<file path="config.mk">
export PLATFORM = sky130hd
export DESIGN_NAME = mecd_ctrl
export DESIGN_NICKNAME = d
export VERILOG_FILES = /design/src/core/mecd_pkg.sv /design/src/core/mecd_ctrl.sv
export SDC_FILE = /design/constraint.sdc
export NUM_CORES = 1
export LEC_CHECK = 0
export BUFFER_PORTS_ARGS = -buffer_cell sky130_fd_sc_hd__buf_4
export CELL_PAD_IN_SITES_DETAIL_PLACEMENT = 1
export CELL_PAD_IN_SITES_GLOBAL_PLACEMENT = 1
export CORE_ASPECT_RATIO = 1.5
export CORE_MARGIN = 2
export CORE_UTILIZATION = 33
export CTS_CLUSTER_DIAMETER = 50
export DETAILED_ROUTE_END_ITERATION = 16
export MAX_ROUTING_LAYER = met4
export PLACE_DENSITY_LB_ADDON = 0.1
export SLEW_MARGIN = 20
export SYNTH_ARGS = -nofsm -noshare
export SYNTH_HDL_FRONTEND = slang
export SYNTH_SLANG_ARGS = --single-unit
</file>
<file path="constraint.sdc">
create_clock -name sys_clk -period 2.85 [get_ports sys_clk]
set_clock_uncertainty 0.2 [all_clocks]
set_input_delay 0.1425 -clock sys_clk [delete_from_list [all_inputs] [get_ports sys_clk]]
set_output_delay 0.1425 -clock sys_clk [all_outputs]
set_load 0.02 [all_outputs]
</file>
<file path="src/core/mecd_pkg.sv">
// shared constants and carrier types for the memory ecc diagnostic control block
package mecd_pkg;

  // register map
  localparam logic [31:0] MECD_DIAG_REG_ADDR   = 32'h1008_0144;
  localparam int          MECD_CRD_IE_BIT      = 12;
  localparam int          MECD_FORCE_REF_BIT   = 11;
  localparam int          MECD_DETECT_DIS_BIT  = 10;
  localparam int          MECD_DIAG_MODE_BIT   = 7;
  localparam int          MECD_CHECK_MSB       = 6;
  localparam logic [31:0] MECD_DIAG_REG_RESET  = 32'h0000_0000;
  // writable bits; 31:13 and 9:8 always read zero
  localparam logic [31:0] MECD_DIAG_WR_MASK    = 32'h0000_1cff;

  // code geometry
  localparam int          MECD_DATA_W          = 32;
  localparam int          MECD_CHECK_W         = 7;

  // special syndromes
  localparam logic [6:0]  MECD_SYN_NONE        = 7'h00;
  localparam logic [6:0]  MECD_SYN_PARITY_SIG  = 7'h07;
  // low check bits inverted on a bus parity error
  localparam logic [6:0]  MECD_PARITY_FLIP     = 7'h07;

  // syndrome of each single data-bit error, index is the data bit
  localparam logic [6:0] MECD_DATA_SYN [32] = '{
    7'h58, 7'h1c, 7'h1a, 7'h5e, 7'h1f, 7'h5b, 7'h5d, 7'h19,
    7'h68, 7'h2c, 7'h2a, 7'h6e, 7'h2f, 7'h6b, 7'h6d, 7'h29,
    7'h70, 7'h34, 7'h32, 7'h76, 7'h37, 7'h73, 7'h75, 7'h31,
    7'h38, 7'h7c, 7'h7a, 7'h3e, 7'h7f, 7'h3b, 7'h3d, 7'h79
  };

  // corrected-error interrupt identity
  localparam logic [4:0]  MECD_CRD_INT_LEVEL   = 5'h1a;
  localparam logic [7:0]  MECD_CRD_INT_VECTOR  = 8'h54;

  // refresh timing
  localparam int          MECD_CLK_PERIOD_PS   = 20000;
  localparam int          MECD_REFRESH_PS      = 11300000;
  localparam int          MECD_REFRESH_CYCLES  = MECD_REFRESH_PS / MECD_CLK_PERIOD_PS;

  typedef enum logic [1:0] {
    MECD_REF_IDLE = 2'b01,
    MECD_REF_BUSY = 2'b10
  } mecd_ref_state_type;

  // word as it sits in the array
  typedef struct packed {
    logic [31:0] data;
    logic [6:0]  check;
  } mecd_mem_word_type;

  // outcome of one checked read
  typedef struct packed {
    logic [31:0] data;
    logic [6:0]  syndrome;
    logic        single_data;
    logic        single_check;
    logic        multi;
    logic        parity_sig;
  } mecd_read_result_type;

endpackage : mecd_pkg

</file>
<file path="src/core/mecd_ctrl.sv">
// memory ecc generation, syndrome decode, diagnostic register and refresh pacing
`timescale 1ns/1ps

module mecd_ctrl #(
  parameter int DATA_W  = mecd_pkg::MECD_DATA_W,
  parameter int CHECK_W = mecd_pkg::MECD_CHECK_W
) (
  // clock and reset
  input  wire logic                           sys_clk,
  input  wire logic                           reset,
  input  wire logic                           dc_power_good,
  input  wire logic                           cpu_halted,
  // register access from the cpu data/address bus
  input  wire logic [31:0]                    cpu_addr,
  input  wire logic                           cpu_wr,
  input  wire logic                           cpu_rd,
  input  wire logic [31:0]                    cpu_wdata,
  output logic      [31:0]                    cpu_rdata,
  output logic                                cpu_ack,
  // memory write path
  input  wire logic                           wr_req,
  input  wire logic [31:0]                    wr_data,
  input  wire logic                           wr_parity_err,
  output mecd_pkg::mecd_mem_word_type         wr_word,
  output logic                                wr_word_valid,
  // memory read path
  input  wire logic                           rd_valid,
  input  wire mecd_pkg::mecd_mem_word_type    rd_word,
  output mecd_pkg::mecd_read_result_type      rd_result,
  output logic                                rd_result_valid,
  // corrected-error interrupt to the diagnostic processor
  output logic                                crd_int_req,
  output logic      [4:0]                     interrupt_priority_level,
  output logic      [7:0]                     crd_int_vector,
  // refresh handshake with the array sequencer
  output logic                                refresh_req,
  input  wire logic                           refresh_done
);

  if (DATA_W != mecd_pkg::MECD_DATA_W || CHECK_W != mecd_pkg::MECD_CHECK_W) begin : g_chk
    $error("mecd_ctrl: syndrome table serves only 32 data and 7 check bits");
  end

  // generator: check bit j covers every data bit whose syndrome has bit j set
  function automatic logic [6:0] gen_check(input logic [31:0] d);
    logic [6:0] c;
    c = '0;
    for (int i = 0; i < 32; i++) begin
      if (d[i]) begin
        c = c ^ mecd_pkg::MECD_DATA_SYN[i];
      end
    end
    return c;
  endfunction : gen_check

  // decode a syndrome into a data-bit flip mask
  function automatic logic [31:0] data_flip(input logic [6:0] s);
    logic [31:0] m;
    m = '0;
    for (int i = 0; i < 32; i++) begin
      m[i] = (s == mecd_pkg::MECD_DATA_SYN[i]);
    end
    return m;
  endfunction : data_flip

  logic                       clear_all;
  logic                       reg_hit;
  logic [31:0]                diag_reg;
  logic                       crd_ie;
  logic                       force_ref;
  logic                       detect_dis;
  logic                       diag_mode;
  logic [6:0]                 check_field;
  logic                       wr_hit;
  logic                       force_set;
  logic                       read_capture;
  logic [6:0]                 syn;
  logic [31:0]                flip;
  logic                       one_hot_syn;
  logic                       single_data;
  logic [6:0]                 gen_wr;
  logic [9:0]                 ref_cnt_reg;
  logic                       ref_tick;
  logic                       ref_owner_force_reg;
  mecd_pkg::mecd_ref_state_type ref_state_reg;

  // power-good loss while halted behaves as a reset of the block
  assign clear_all = reset | (~dc_power_good & cpu_halted);
  assign reg_hit   = (cpu_addr == mecd_pkg::MECD_DIAG_REG_ADDR);
  assign wr_hit    = cpu_wr & reg_hit;
  assign force_set = wr_hit & cpu_wdata[mecd_pkg::MECD_FORCE_REF_BIT];

  assign crd_ie      = diag_reg[mecd_pkg::MECD_CRD_IE_BIT];
  assign force_ref   = diag_reg[mecd_pkg::MECD_FORCE_REF_BIT];
  assign detect_dis  = diag_reg[mecd_pkg::MECD_DETECT_DIS_BIT];
  assign diag_mode   = diag_reg[mecd_pkg::MECD_DIAG_MODE_BIT];
  assign check_field = diag_reg[mecd_pkg::MECD_CHECK_MSB:0];

  // ---------------- control register ----------------
  assign read_capture = rd_valid & ~diag_mode;

  always_ff @(posedge sys_clk) begin
    if (clear_all) begin
      diag_reg <= mecd_pkg::MECD_DIAG_REG_RESET;
    end else begin
      if (wr_hit) begin
        // unused bits are never stored so they always read zero
        diag_reg <= cpu_wdata & mecd_pkg::MECD_DIAG_WR_MASK;
      end
      // a captured read beats a software write of the field in the same cycle
      if (read_capture) begin
        diag_reg[mecd_pkg::MECD_CHECK_MSB:0] <= rd_word.check;
      end
      // hardware clear on completion only if software is not setting it again
      if (refresh_done && ref_owner_force_reg && !force_set) begin
        diag_reg[mecd_pkg::MECD_FORCE_REF_BIT] <= 1'b0;
      end
    end
  end

  always_ff @(posedge sys_clk) begin
    if (clear_all) begin
      cpu_rdata <= '0;
      cpu_ack   <= 1'b0;
    end else begin
      cpu_ack <= (cpu_rd | cpu_wr) & reg_hit;
      if (cpu_rd && reg_hit) begin
        cpu_rdata <= diag_reg & mecd_pkg::MECD_DIAG_WR_MASK;
      end
    end
  end

  // ---------------- write path ----------------
  always_comb begin
    gen_wr = gen_check(wr_data);
    if (wr_parity_err) begin
      gen_wr = gen_wr ^ mecd_pkg::MECD_PARITY_FLIP;
    end
  end

  always_ff @(posedge sys_clk) begin
    if (clear_all) begin
      wr_word       <= '0;
      wr_word_valid <= 1'b0;
    end else begin
      wr_word_valid <= wr_req;
      if (wr_req) begin
        wr_word.data <= wr_data;
        // substitution wins even over the parity corruption
        wr_word.check <= diag_mode ? check_field : gen_wr;
      end
    end
  end

  // ---------------- read path ----------------
  assign syn         = rd_word.check ^ gen_check(rd_word.data);
  assign flip        = data_flip(syn);
  assign single_data = |flip;
  assign one_hot_syn = (syn != mecd_pkg::MECD_SYN_NONE) && ((syn & (syn - 7'h01)) == 7'h00);

  always_ff @(posedge sys_clk) begin
    if (clear_all) begin
      rd_result       <= '0;
      rd_result_valid <= 1'b0;
    end else begin
      rd_result_valid <= rd_valid;
      if (rd_valid) begin
        if (detect_dis) begin
          // raw data passes untouched and nothing is flagged
          rd_result      <= '0;
          rd_result.data <= rd_word.data;
        end else begin
          rd_result.data         <= rd_word.data ^ flip;
          rd_result.syndrome     <= syn;
          rd_result.single_data  <= single_data;
          rd_result.single_check <= one_hot_syn;
          rd_result.parity_sig   <= (syn == mecd_pkg::MECD_SYN_PARITY_SIG);
          // parity signature has three bits set, so it also lands here
          rd_result.multi <= (syn != mecd_pkg::MECD_SYN_NONE) && !single_data
                             && !one_hot_syn;
        end
      end
    end
  end

  // ---------------- corrected-error interrupt ----------------
  // gates only the interrupt; rd_result reports regardless of crd_ie
  always_ff @(posedge sys_clk) begin
    if (clear_all) begin
      crd_int_req <= 1'b0;
    end else begin
      crd_int_req <= rd_valid & ~detect_dis & crd_ie
                     & (single_data | one_hot_syn);
    end
  end

  assign interrupt_priority_level = mecd_pkg::MECD_CRD_INT_LEVEL;
  assign crd_int_vector           = mecd_pkg::MECD_CRD_INT_VECTOR;

  // ---------------- refresh pacing ----------------
  localparam logic [9:0] REF_LAST = 10'(mecd_pkg::MECD_REFRESH_CYCLES - 1);

  always_ff @(posedge sys_clk) begin
    if (clear_all) begin
      ref_cnt_reg <= '0;
    end else if (ref_tick) begin
      ref_cnt_reg <= '0;
    end else begin
      ref_cnt_reg <= ref_cnt_reg + 10'h001;
    end
  end

  // the periodic tick fires every MECD_REFRESH_CYCLES cycles, even while a forced refresh is being tested
  assign ref_tick = (ref_cnt_reg == REF_LAST);

  always_ff @(posedge sys_clk) begin
    if (clear_all) begin
      ref_state_reg       <= mecd_pkg::MECD_REF_IDLE;
      ref_owner_force_reg <= 1'b0;
    end else begin
      unique case (ref_state_reg)
        mecd_pkg::MECD_REF_IDLE: begin
          // a bit set while busy is still owed its refresh, else it would stick forever
          if (force_set || force_ref) begin
            ref_state_reg       <= mecd_pkg::MECD_REF_BUSY;
            ref_owner_force_reg <= 1'b1;
          end else if (ref_tick && !force_ref) begin
            ref_state_reg       <= mecd_pkg::MECD_REF_BUSY;
            ref_owner_force_reg <= 1'b0;
          end
        end
        mecd_pkg::MECD_REF_BUSY: begin
          if (refresh_done) begin
            ref_state_reg <= mecd_pkg::MECD_REF_IDLE;
          end
        end
        default: begin
          ref_state_reg <= mecd_pkg::MECD_REF_IDLE;
        end
      endcase
    end
  end

  assign refresh_req = (ref_state_reg == mecd_pkg::MECD_REF_BUSY);

endmodule : mecd_ctrl

</file>
==> flow_summary_export.csv <==
group,metric,value,unit
status,status,"finished, violations left",
status,violations,"negative hold slack",
place,dp_hpwl,20680,um
floorplan,dieArea,0.02363,sq mm
routing,antenna_left,0,
synthesis,syn_inst,791,
worst_hold_path,hold_class,"in -> reg",
pwr,power,10080,uW
clock_network,clkTransAtPathRegs,0.06,ns
floorplan,core,0.02213,sq mm
final_layout,fin_util,53.15,%
setup_path,worstSetupStartpointType,"input port",
setup_path,cp_max_fo,9,
final_layout,fillers,2507,
timing,final-setup-viol-count,0,
timing,hold_slack,-0.01224,ns
place,place_area,0.01002,sq mm
clock_network,clock_path_buffers,2,
clock_network,cts_htree_levels,4,
clock_network,cts_sinks,121,
final_layout,syn2layout_area_growth,59.20,%
grt,grt_pass1_wl,43500,um
synthesis,synth-seq-cells,121,
synthesis,syn_area,0.007388,sq mm
routing,routed_via_density,4.806,
floorplan,die_h,187.3,um
clock_network,numCtsBuffers,17,
grt,antenna_found_initial,0,
timing,period_share,97.95,%
place,gp_congestion,0.9463,
routing,drtIter0Drc,205,
grt,grt_max_degree,71,
clock_network,clockRootBuffer,"clkbuf_16",
synthesis,synth-async-reset-ratio,0,%
routing,first_pass_iters,4,
synthesis,syn_avg_cell_area,9.341,sq um
setup_path,crit_required,3.01,ns
routing,num_vias,7128,
final_layout,top_regs,"rd_result: 43 flops, wr_word: 39 flops",
synthesis,seq_area_frac_synth,32.79,%
timing,fmax,0.3582,GHz
setup_path,worstSetupEndpointType,"flip-flop",
floorplan,die_w,126.2,um
clock_network,clk_latency,0.42,ns
clock_network,cts_tree,"done",
pwr,peakVddDrop,0.0004543,V
synthesis,synthDominantCellAreaShare,32.79,%
synthesis,ys_types,56,
final_layout,final_area,0.01176,sq mm
timing,final_hold_viol_count,1,
synthesis,synth_edf_count,0,
place,port-buffer-count,221,
floorplan,start_util,33.38,%
routing,wire_per_inst,19.19,um
pwr,powerDensity,857.1,mW/mm^2
synthesis,synth_area_leaders,"dfxtp_1 (33%), xnor2_1 (14%), mux2i_1 (8.1%)",
final_layout,largest_reg_flops,43,
timing,final_max_slew_viol_count,0,
grt,grt_overflow,0,
timing,worst_slew_pin_slew,0.7043,ns
floorplan,pin_count,277,
grt,gr-usage-all-layers,24.48,%
job,drv_cap,0,
setup_path,critical_path_arrival,2.95,ns
final_layout,nets,1341,
timing,fin_ws,0.05832,ns
grt,first_global_vias,7756,
timing,period_needed,2.792,ns
final_layout,antenna_cells,0,
final_layout,drive_gt1_share,35.63,%
timing,max-slew-margin-rel,53.05,%
synthesis,ys_warn_count,0,
floorplan,num_rows,67,
place,dpl_worst_slack,-0.3683,ns
final_layout,top_register,"rd_result",
routing,drcViolationCount,0,
setup_path,worstSetupPathType,"in -> reg",
routing,drt-total-wl,28450,um
synthesis,synth_top_cell_by_area,"dfxtp_1",
synthesis,synth_ff_type,"dfxtp_1",
pwr,p_leak,0.005168,uW
where the power goes:
group / switching [uW] / internal (uW) / total, uW
registers: 78.1 / 1820 / 1900
logic: 2950 / 2770 / 5720
clock network: 871 / 1590 / 2460
total: 3900 / 6180 / 10100
cell usage after synthesis, types with 2 or more instances:
cell type	number
a211oi_1	40
a21oi_1	17
a22oi_1	4
a31oi_1	2
a32oi_1	2
and2_1	4
buf_1	8
buf_2	3
buf_4	35
clkbuf_1	28
conb_1	2
dfxtp_1	121
ha_1	2
inv_1	7
mux2i_1	60
nand2_1	30
nand2b_1	7
nand3_1	13
nand3b_1	3
nand4_1	8
nor2_1	133
nor3_1	30
nor4_1	8
nor4_2	3
nor4b_1	5
o211ai_1	4
o21a_1	2
o21ai_0	8
or2_1	2
xnor2_1	115
xnor2_2	6
xnor3_1	16
xnor3_2	8
xor2_1	29
xor2_2	2
xor3_1	3
xor3_2	2
placed cells by master (no fill, tap or decap), drive strengths merged, types with 11 or more instances in the layout:
master,synthesis,layout
conb,2,34
nor3,31,31
buf,46,343
inv,7,11
a21oi,18,18
dlygate4sd3,0,81
nand3,13,13
dfxtp,121,121
mux2i,60,60
clkbuf,28,19
xnor2,122,122
xnor3,24,25
nand2,30,30
xor2,31,31
nor2,133,133
nor4,11,11
a211oi,40,40
per-stage QoR:
stage	TNS (ns)	std cells	hold WS, ns
floorplan	-0.07765	823	0.07855
global placement	-6.101	1365	0.1747
detailed placement	-7.940	1365	0.1880
global route	-0.06030	1483	0.005953
CTS	0	1479	0.003364
finish	0	1483	-0.01224
kinds of logic (layout without fill, tap and decap cells):
logic type	after synthesis	in the layout	synth area share, %
AOI/OAI and AO/OA	89	89	8.383
xor gates and xnor gates	182	183	28.30
adders and majority gates	3	3	0.4741
buffers and inverters	81	464	5.944
DFF	121	121	32.79
muxes	62	62	8.434
other	2	34	0.1016
and+or+nand+nor	251	251	15.58
layer usage:
metal | routed length (um) | share of wire [%] | track usage, % | vias to the layer above
met1 | 10400 | 37 | 24.30 | 3403
li1 | - | - | - | 3434
met3 | 1463 | 5.1 | 5.778 | 63
met5 | 0 | 0 | - | -
met2 | 15260 | 54 | 44.71 | 228
met4 | 1329 | 4.7 | 11.20 | 0
path summary, 6_finish.rpt:
path,from,end,slack (ns),cells past startpoint
worst max-delay path,rd_word[20],rd_result[1]$_SDFFE_PP0P_,0.06,11
worst max register to register,diag_reg[7]$_SDFFE_PP0P_,diag_reg[1]$_SDFFE_PP0P_,0.66,5
worst min-delay path,rd_word[14],rd_result[18]$_SDFFE_PP0P_,-0.01,4
worst min register to register,rd_result[2]$_SDFFE_PP0P_,rd_result[2]$_SDFFE_PP0P_,0.27,2
worst max-delay path, stage by stage:
cell,delay [ns]
buf_4,0.09
xnor3_2,0.45
xnor3_1,0.29
xnor3_2,0.48
buf_4,0.20
buf_4,0.17
nor3_2,0.17
a211oi_1,0.10
o21a_1,0.21
or4_4,0.52
a21oi_2,0.13
repair_timing:
action | CTS | global route
buffers inserted | 0 | 6
gates resized for setup | 0 | 40
hold buffers | 82 | 0
endpoints found under the hold margin | 81 | 0
endpoints found under the setup margin | 0 | 32
final cells by class:
cell class              count  area [sq um]  area share (%)
clock buffers              19         442.9           3.766
clock inverters            13         214.0           1.819
inverters                   7         26.28          0.2234
multi-input cells         622          4862           41.34
flip-flops and latches    121          2422           20.59
well taps                 276         345.3           2.936
repair buffers            425          3450           29.33
Note: power is estimated with default switching activity, not from simulation.
